## src/verilog/rsc_pkg.sv

```systemverilog
package rsc_pkg;

  // ****************************************************************
  // Register map and key values
  // ****************************************************************
  localparam logic [2:0] ADDR_GUARD   = 3'h0;
  localparam logic [2:0] ADDR_CAUSE   = 3'h1;
  localparam logic [2:0] ADDR_LEVEL   = 3'h2;
  localparam logic [2:0] ADDR_CTRL    = 3'h3;
  localparam logic [2:0] ADDR_FLASH1  = 3'h4;
  localparam logic [2:0] ADDR_WDKEY   = 3'h5;

  localparam logic [7:0] GUARD_KEY_A  = 8'h55;
  localparam logic [7:0] GUARD_KEY_B  = 8'hAA;
  localparam logic [7:0] GUARD_POR    = 8'h55;
  localparam logic [7:0] LVL_2V10     = 8'h55;
  localparam logic [7:0] LVL_2V55     = 8'h33;
  localparam logic [7:0] LVL_3V15     = 8'h99;
  localparam logic [7:0] LVL_3V80     = 8'hAA;
  localparam logic [7:0] LEVEL_POR    = 8'h55;
  localparam logic [7:0] FLASH_RESET  = 8'h55;
  localparam logic [4:0] WDKEY_A      = 5'h15;
  localparam logic [4:0] WDKEY_B      = 5'h0A;
  localparam logic [4:0] WDKEY_POR    = 5'h0A;

  localparam int CAUSE_WD_KEY = 0;
  localparam int CAUSE_LEVEL  = 1;
  localparam int CAUSE_BROWN  = 2;
  localparam int CAUSE_GUARD  = 3;
  localparam int CTRL_TO      = 0;
  localparam int CTRL_PDF     = 1;

  // ****************************************************************
  // Timing
  // ****************************************************************
  localparam int CLK_HZ           = 25000000;
  localparam int SOFT_DELAY_NS    = 1000;
  localparam int BROWN_FILTER_NS  = 1000;
  localparam int SOFT_DELAY_CYC   = (SOFT_DELAY_NS * (CLK_HZ / 1000000) + 999) / 1000;
  localparam int BROWN_FILTER_CYC = (BROWN_FILTER_NS * (CLK_HZ / 1000000) + 999) / 1000;
  localparam int RESET_PULSE_CYC  = 4;

  typedef enum logic [1:0] {
    RSC_RUN  = 2'b00,
    RSC_WAIT = 2'b01,
    RSC_HOLD = 2'b10
  } rsc_state_type;

endpackage

```

## src/verilog/rsc_cnt_if.sv

```systemverilog
`timescale 1ns/1ps
interface rsc_cnt_if;
  logic       start;
  logic       clear;
  logic       done;
  modport owner (output start, output clear, input done);
  modport timer (input start, input clear, output done);
endinterface

```

## src/verilog/rsc_reset_ctrl.sv

```systemverilog
`timescale 1ns/1ps
module rsc_reset_ctrl
  import rsc_pkg::*;
#(
  parameter int SOFT_CYCLES   = SOFT_DELAY_CYC,
  parameter int FILTER_CYCLES = BROWN_FILTER_CYC
) (
  input  wire logic       mclk,
  input  wire logic       nrst,
  input  wire logic [2:0] avs_address,
  input  wire logic       avs_read,
  input  wire logic       avs_write,
  input  wire logic [7:0] avs_writedata,
  output logic      [7:0] avs_readdata,
  output logic            avs_waitrequest,
  input  wire logic       low_supply,
  input  wire logic       sleep_mode,
  input  wire logic       watchdog_timeout,
  input  wire logic       halt_enter,
  input  wire logic       clear_watchdog,
  output logic            device_reset,
  output logic            pc_sp_clear,
  output logic            port_preset,
  output logic      [1:0] brownout_threshold,
  output logic            brownout_enable
);

  // ****************************************************************
  // Registers and bus slave
  // ****************************************************************
  logic [7:0]    reset_guard_key_r;
  logic [7:0]    brownout_level_key_r;
  logic [4:0]    watchdog_key_field_r;
  logic [3:0]    reset_cause_flags_r;
  logic          watchdog_expiry_flag_r;
  logic          powerdown_flag_r;
  logic          ack_r;
  logic          por_done_r;
  logic [2:0]    sup_sync_r;
  logic          sup_low_r;
  rsc_state_type state_r;
  rsc_state_type state_nxt;
  logic [2:0]    hold_r;
  logic          brown_pend_r;
  logic          level_pend_r;
  logic          guard_pend_r;
  logic          wdkey_pend_r;
  logic          flash_hit;
  logic          wd_run_hit;
  logic          wr;
  logic          guard_bad;
  logic          level_bad;
  logic          wdkey_bad;
  logic          soft_bad;
  logic          brown_fire;
  logic          soft_fire;
  logic          fire;
  logic          guard_wr;
  logic          level_wr;
  logic          wdkey_wr;
  logic          cause_wr;

  rsc_cnt_if soft_if ();
  rsc_cnt_if filt_if ();

  function automatic logic level_ok(input logic [7:0] v);
    level_ok = (v == LVL_2V10) || (v == LVL_2V55) || (v == LVL_3V15) || (v == LVL_3V80);
  endfunction

  function automatic logic reg_wr(input logic we, input logic [2:0] a, input logic [2:0] idx);
    reg_wr = we && (a == idx);
  endfunction

  // Waitrequest drops one cycle after the request, so every access takes two edges.
  always_ff @(posedge mclk or negedge nrst) begin
    if (!nrst) begin
      ack_r <= 1'b0;
    end else begin
      ack_r <= (avs_read || avs_write) && !ack_r;
    end
  end
  assign avs_waitrequest = (avs_read || avs_write) && !ack_r;
  assign wr              = avs_write && ack_r;
  assign guard_wr        = reg_wr(wr, avs_address, ADDR_GUARD);
  assign level_wr        = reg_wr(wr, avs_address, ADDR_LEVEL);
  assign wdkey_wr        = reg_wr(wr, avs_address, ADDR_WDKEY);
  assign cause_wr        = reg_wr(wr, avs_address, ADDR_CAUSE);

  always_ff @(posedge mclk or negedge nrst) begin
    if (!nrst) begin
      avs_readdata <= 8'h00;
    end else if (avs_read && !ack_r) begin
      case (avs_address)
        ADDR_GUARD: avs_readdata <= reset_guard_key_r;
        ADDR_CAUSE: avs_readdata <= {4'h0, reset_cause_flags_r};
        ADDR_LEVEL: avs_readdata <= brownout_level_key_r;
        ADDR_CTRL:  avs_readdata <= {6'h00, powerdown_flag_r, watchdog_expiry_flag_r};
        ADDR_WDKEY: avs_readdata <= {watchdog_key_field_r, 3'h0};
        default:    avs_readdata <= 8'h00;
      endcase
    end
  end

  // ****************************************************************
  // Power-on marker and supply input synchroniser
  // ****************************************************************
  always_ff @(posedge mclk or negedge nrst) begin
    if (!nrst) begin
      por_done_r <= 1'b0;
    end else begin
      por_done_r <= 1'b1;
    end
  end
  assign port_preset = !por_done_r;

  // The first stage feeds only the second; a change counts when stages two and three agree.
  always_ff @(posedge mclk or negedge nrst) begin
    if (!nrst) begin
      sup_sync_r <= 3'h0;
      sup_low_r  <= 1'b0;
    end else begin
      sup_sync_r <= {sup_sync_r[1:0], low_supply};
      if (sup_sync_r[1] == sup_sync_r[2]) begin
        sup_low_r <= sup_sync_r[2];
      end
    end
  end

  // ****************************************************************
  // Key checks and timers
  // ****************************************************************
  assign brownout_enable = !sleep_mode;
  assign guard_bad = (reset_guard_key_r != GUARD_KEY_A) && (reset_guard_key_r != GUARD_KEY_B);
  assign level_bad = !level_ok(brownout_level_key_r);
  assign wdkey_bad = (watchdog_key_field_r != WDKEY_A) && (watchdog_key_field_r != WDKEY_B);
  assign soft_bad  = guard_bad || level_bad || wdkey_bad;

  always_comb begin
    case (brownout_level_key_r)
      LVL_2V55: brownout_threshold = 2'h1;
      LVL_3V15: brownout_threshold = 2'h2;
      LVL_3V80: brownout_threshold = 2'h3;
      default:  brownout_threshold = 2'h0;
    endcase
  end

  // A glitch shorter than the filter restarts the count and never fires.
  assign filt_if.start = sup_low_r && brownout_enable;
  assign filt_if.clear = (state_r != RSC_RUN);
  assign soft_if.start = soft_bad;
  assign soft_if.clear = (state_r != RSC_RUN);

  rsc_timer #(.COUNT(FILTER_CYCLES)) u_filter (.mclk(mclk), .nrst(nrst), .cnt(filt_if));
  rsc_timer #(.COUNT(SOFT_CYCLES))   u_soft   (.mclk(mclk), .nrst(nrst), .cnt(soft_if));

  assign brown_fire = filt_if.done;
  assign soft_fire  = soft_if.done;
  assign flash_hit  = reg_wr(wr, avs_address, ADDR_FLASH1) && (avs_writedata == FLASH_RESET);
  assign wd_run_hit = watchdog_timeout && !sleep_mode;
  assign fire       = brown_fire || soft_fire || flash_hit || wd_run_hit;

  // ****************************************************************
  // Reset sequencer
  // ****************************************************************
  always_comb begin
    state_nxt = state_r;
    case (state_r)
      RSC_RUN: begin
        if (fire) begin
          state_nxt = RSC_HOLD;
        end
      end
      RSC_HOLD: begin
        if (hold_r == 3'(RESET_PULSE_CYC - 1)) begin
          state_nxt = RSC_WAIT;
        end
      end
      RSC_WAIT: begin
        state_nxt = RSC_RUN;
      end
      default: begin
        state_nxt = RSC_RUN;
      end
    endcase
  end

  always_ff @(posedge mclk or negedge nrst) begin
    if (!nrst) begin
      state_r <= RSC_RUN;
    end else begin
      state_r <= state_nxt;
    end
  end

  always_ff @(posedge mclk or negedge nrst) begin
    if (!nrst) begin
      hold_r <= 3'h0;
    end else begin
      hold_r <= (state_r == RSC_HOLD) ? hold_r + 3'h1 : 3'h0;
    end
  end

  // Full resets of every cause drive the same output, so they reach the same state.
  assign device_reset = !por_done_r || (state_r == RSC_HOLD);

  always_ff @(posedge mclk or negedge nrst) begin
    if (!nrst) begin
      pc_sp_clear <= 1'b0;
    end else begin
      pc_sp_clear <= watchdog_timeout && sleep_mode;
    end
  end

  // Causes are latched on the firing edge so the flags set one cycle after the pulse starts.
  always_ff @(posedge mclk or negedge nrst) begin
    if (!nrst) begin
      brown_pend_r <= 1'b0;
    end else begin
      brown_pend_r <= (state_r == RSC_RUN) && brown_fire;
    end
  end

  always_ff @(posedge mclk or negedge nrst) begin
    if (!nrst) begin
      level_pend_r <= 1'b0;
    end else begin
      level_pend_r <= (state_r == RSC_RUN) && soft_fire && level_bad;
    end
  end

  always_ff @(posedge mclk or negedge nrst) begin
    if (!nrst) begin
      guard_pend_r <= 1'b0;
    end else begin
      guard_pend_r <= (state_r == RSC_RUN) && soft_fire && guard_bad;
    end
  end

  always_ff @(posedge mclk or negedge nrst) begin
    if (!nrst) begin
      wdkey_pend_r <= 1'b0;
    end else begin
      wdkey_pend_r <= (state_r == RSC_RUN) && soft_fire && wdkey_bad;
    end
  end

  // ****************************************************************
  // Software registers
  // ****************************************************************
  always_ff @(posedge mclk or negedge nrst) begin
    if (!nrst) begin
      reset_guard_key_r <= GUARD_POR;
    end else if (guard_pend_r) begin
      reset_guard_key_r <= GUARD_POR;
    end else if (guard_wr) begin
      reset_guard_key_r <= avs_writedata;
    end
  end

  // A brownout reset leaves the level register alone; only a bad code restores it.
  always_ff @(posedge mclk or negedge nrst) begin
    if (!nrst) begin
      brownout_level_key_r <= LEVEL_POR;
    end else if (level_pend_r) begin
      brownout_level_key_r <= LEVEL_POR;
    end else if (level_wr) begin
      brownout_level_key_r <= avs_writedata;
    end
  end

  always_ff @(posedge mclk or negedge nrst) begin
    if (!nrst) begin
      watchdog_key_field_r <= WDKEY_POR;
    end else if (wdkey_pend_r) begin
      watchdog_key_field_r <= WDKEY_POR;
    end else if (wdkey_wr) begin
      watchdog_key_field_r <= avs_writedata[7:3];
    end
  end

  // ****************************************************************
  // Reset cause flags
  // ****************************************************************
  // Hardware set wins over a same-cycle software clear; software may only write zero.
  always_ff @(posedge mclk or negedge nrst) begin
    if (!nrst) begin
      reset_cause_flags_r <= 4'h0;
    end else begin
      if (cause_wr) begin
        reset_cause_flags_r <= reset_cause_flags_r & avs_writedata[3:0];
      end
      if (guard_pend_r) begin
        reset_cause_flags_r[CAUSE_GUARD] <= 1'b1;
      end
      if (brown_pend_r) begin
        reset_cause_flags_r[CAUSE_BROWN] <= 1'b1;
      end
      if (level_pend_r) begin
        reset_cause_flags_r[CAUSE_LEVEL] <= 1'b1;
      end
      if (wdkey_pend_r) begin
        reset_cause_flags_r[CAUSE_WD_KEY] <= 1'b1;
      end
    end
  end

  // ****************************************************************
  // Status flags
  // ****************************************************************
  always_ff @(posedge mclk or negedge nrst) begin
    if (!nrst) begin
      watchdog_expiry_flag_r <= 1'b0;
    end else if (watchdog_timeout) begin
      watchdog_expiry_flag_r <= 1'b1;
    end else if (clear_watchdog || halt_enter) begin
      watchdog_expiry_flag_r <= 1'b0;
    end
  end

  always_ff @(posedge mclk or negedge nrst) begin
    if (!nrst) begin
      powerdown_flag_r <= 1'b0;
    end else if (halt_enter) begin
      powerdown_flag_r <= 1'b1;
    end else if (clear_watchdog) begin
      powerdown_flag_r <= 1'b0;
    end
  end

endmodule // rsc_reset_ctrl

```

## src/verilog/rsc_timer.sv

```systemverilog
`timescale 1ns/1ps
module rsc_timer
  import rsc_pkg::*;
#(
  parameter int COUNT = 25
) (
  input wire logic mclk,
  input wire logic nrst,
  rsc_cnt_if.timer cnt
);

  // ****************************************************************
  // Counts COUNT cycles of a held start, then holds done.
  // ****************************************************************
  localparam int W = $clog2(COUNT + 1);
  logic [W-1:0] cnt_r;

  always_ff @(posedge mclk or negedge nrst) begin
    if (!nrst) begin
      cnt_r <= '0;
    end else if (cnt.clear || !cnt.start) begin
      cnt_r <= '0;
    end else if (cnt_r != W'(COUNT)) begin
      cnt_r <= cnt_r + W'(1);
    end
  end

  assign cnt.done = cnt.start && !cnt.clear && (cnt_r == W'(COUNT));

endmodule // rsc_timer
```

## config.mk

```make
export PLATFORM = sky130hd
export DESIGN_NAME = rsc_reset_ctrl
export DESIGN_NICKNAME = d
export VERILOG_FILES = /design/src/verilog/rsc_pkg.sv /design/src/verilog/rsc_cnt_if.sv /design/src/verilog/rsc_reset_ctrl.sv /design/src/verilog/rsc_timer.sv
export SDC_FILE = /design/constraint.sdc
export NUM_CORES = 1
export LEC_CHECK = 0
export BUFFER_PORTS_ARGS = -buffer_cell sky130_fd_sc_hd__buf_2
export CAP_MARGIN = 10
export CORE_ASPECT_RATIO = 1.4
export CORE_MARGIN = 2
export CORE_UTILIZATION = 45
export CTS_BUF_LIST = sky130_fd_sc_hd__clkbuf_16
export DETAILED_ROUTE_END_ITERATION = 8
export MAX_ROUTING_LAYER = met4
export PLACE_DENSITY = 0.7
export SYNTH_ARGS = -nofsm -noshare
export SYNTH_HDL_FRONTEND = slang
export SYNTH_SLANG_ARGS = --single-unit
```

## constraint.sdc

```tcl
create_clock -name mclk -period 2.8 [get_ports mclk]
set_input_delay 0.42 -clock mclk [delete_from_list [all_inputs] [get_ports mclk]]
set_output_delay 0.42 -clock mclk [all_outputs]
set_load 0.05 [all_outputs]
```

==> flow_summary.toml <==
[clock_network]
cts_made_buffers = 9
clk_latency_ns = 0.33
cts_sinks = 61
cts_root_buf = "clkbuf_16"
cts_htree_levels = 3
clkTransAtPathRegs_ns = 0.05
cts_hold_buffers = 0
ctsResizeCount = 0
clk_path_buf_depth = 2
post-cts-setup-buffer-count = 0
cts_tree = "built"

[floorplanning]
core_area_um2 = 6170
num_rows = 34
start_util = 0.462
die_x_um = 71.3
dieHeight_um = 98.2
ios = 35
die_area_um2 = 7000

[final_layout]
diodes = 0
mostFrequentLayoutCell = "dfrtp_1"
areaGrowthSynthToFinish_pct = 20.5
final_cell_mix = "dfrtp_1 (51), buf_2 (34), nor2_1 (28)"
post-route-util = 0.557
nets = 327
fillerInstances = 551
layout-drive-gt1-share = 0.229

[grt]
grt_start_max_net_pins = 37
grt_use_total = 0.202
grt_pass1_wl_um = 10400
grt_pass1_vias = 2119
antenna_found_initial = 0
grt_overflow = 0

[flow_run]
max-cap-violations = 0

[setup_path]
reg2reg_slack_ns = 0.92
critPathKind = "flop to primary output"
timing.critical_path.to_type = "primary output"
cp_max_fo = 6
worstPathArrival_ns = 1.63
reg2reg_to = "u_soft.cnt_r[2]"
r2r_start = "brownout_level_key_r[4]"
worst-r2r-cell-count = 5
cp.required_ns = 2.38
cp-start-kind = "flop"

[logic_synthesis]
synth_cell_type_count = 52
ys_seq_area_frac = 0.539
synthCells = 260
synth_edf_count = 0
ys_ff_latch = 61
yosys_warnings = 0
syn_area_per_cell_um2 = 11.0
ys.flop_type = "dfrtp_1"
synthesis.nets = 286
synthArstFlopShare = 1.00
syn_area_um2 = 2850

[place]
hpwlAfterDp_um = 4640
port_buffers = 34
gp_congestion = 0.846

[timing]
rsz0062_at_grt = "false"
hold_violations = 0
slew_violations = 0
period_share = 0.733
post-route-min-period_ns = 2.05
setup_viol = 0
max_freq_mhz = 487
tightest_slew_ns = 0.804
finalSetupTns_ns = 0
finClkSkew_ns = 0.00756
relSlewSlack = 0.464

[routing]
drcViolationCount = 0
drt_iter0_drc = 190
wire_per_inst_um = 16.6
antenna_left = 0
dr.pass1.iters = 4
vias = 2147
vias_per_cell = 5.68
finalWirelength_um = 6290

[run_status]
status = "completed"

[pwr]
ir_drop_mv = 0.400
p_per_area_nw_per_um2 = 861
p_leak_nw = 1.62

[min_path]
hold_path_class = "primary input to asynchronous set/reset pin"
==> worst max-delay path by stage <==
stage,from,to,slack [ns],cells past startpoint
detailed placement,brownout_level_key_r[4],u_soft.cnt_r[1],0.93,5
global placement,brownout_level_key_r[4],u_soft.cnt_r[2],0.98,5
floorplan,brownout_level_key_r[2],brownout_threshold[0],0.88,3
finish,brownout_level_key_r[4],brownout_threshold[1],0.75,4
CTS,brownout_level_key_r[4],brownout_threshold[1],0.74,4
global route,brownout_level_key_r[4],brownout_threshold[1],0.67,4
==> where the power goes <==
group	total [mW]	switching, mW	leakage [nW]	internal (mW)
logic	0.514	0.295	0.681	0.219
registers	1.22	0.155	0.771	1.06
clock network	1.23	0.372	0.166	0.856
total	2.96	0.822	1.62	2.14
==> synth_stat cells (all sizes together) (2+ instances only) <==
cell | count | area [um2]
ha | 6 | 75.1
xor2 | 4 | 35.0
and2 | 5 | 31.3
nor4 | 2 | 18.8
nand4 | 4 | 25.0
buf | 4 | 18.8
xnor2 | 4 | 35.0
inv | 11 | 41.3
o21ai | 9 | 45.0
nand3 | 10 | 50.1
a211o | 4 | 35.0
clkbuf | 3 | 11.3
a22o | 12 | 105
a211oi | 2 | 15.0
dfstp | 10 | 263
mux4 | 2 | 45.0
o22a | 4 | 35.0
nor3b | 2 | 15.0
mux2i | 5 | 50.1
nand2b | 7 | 43.8
nor4bb | 5 | 50.1
and4bb | 2 | 25.0
dfrtp | 51 | 1280
nand2 | 21 | 86.3
a21oi | 7 | 35.0
nand3b | 3 | 22.5
or3 | 4 | 25.0
nor2b | 5 | 31.3
nor2 | 30 | 123
a22oi | 5 | 37.5
nand4b | 2 | 17.5
==> cells by family (layout without fill, tap and decap cells) <==
logic type | after synthesis | count (layout) | synth area share
xor+xnor | 8 | 8 | 0.0246
compound gates | 51 | 51 | 0.136
buf+inv | 18 | 64 | 0.0250
mux | 7 | 7 | 0.0333
flops | 61 | 61 | 0.539
fa+ha+maj | 7 | 7 | 0.0298
simple gates | 107 | 107 | 0.211
other cells | 1 | 1 | 0.00131
==> registers in the layout (all words and copies together) (netlist names), 2 cells and up <==
| name | count |
|---|---|
| reset_guard_key_r | 8 |
| state_r | 2 |
| sup_sync_r | 3 |
| brownout_level_key_r | 8 |
| hold_r | 3 |
| u_filter.cnt_r | 5 |
| u_soft.cnt_r | 5 |
| reset_cause_flags_r | 4 |
| watchdog_key_field_r | 5 |
| avs_readdata | 8 |
==> cell type report <==
cell class	count	area, um2	share of cell area
inverter	11	41.3	0.0120
multi-input combinational	181	1240	0.361
sequential	61	1540	0.448
tap	72	90.1	0.0262
clock inverter	7	106	0.0309
timing repair buffer	37	193	0.0561
clock buffer	9	225	0.0655
==> critical path, stage by stage, from the launching register on <==
cell       delay [ns]
dfstp_2          0.57
and4bb_1         0.24
o2111ai_2        0.16
inv_1            0.08
buf_2            0.25
==> through the flow <==
step	total power [mW]	worst slack (ns)	hold slack, ns	std cells	area (um2)
3_5_place_dp	1.75	0.930	0.339	362	3110
3_3_place_gp	1.73	0.983	0.338	362	3110
4_1_cts	2.99	0.737	0.192	378	3440
6_report	2.96	0.748	0.181	378	3440
2_1_floorplan	1.58	0.883	0.124	260	2850
5_1_grt	3.10	0.666	0.192	378	3440
==> routing by layer <==
layer	vias to the layer above	track usage	wire length, um
li1	1015	-	-
met1	1037	0.221	2480
met2	72	0.331	3220
met3	23	0.0454	321
met4	0	0.116	276
met5	-	-	0
No activity file was read; power rests on OpenSTA's default activity.
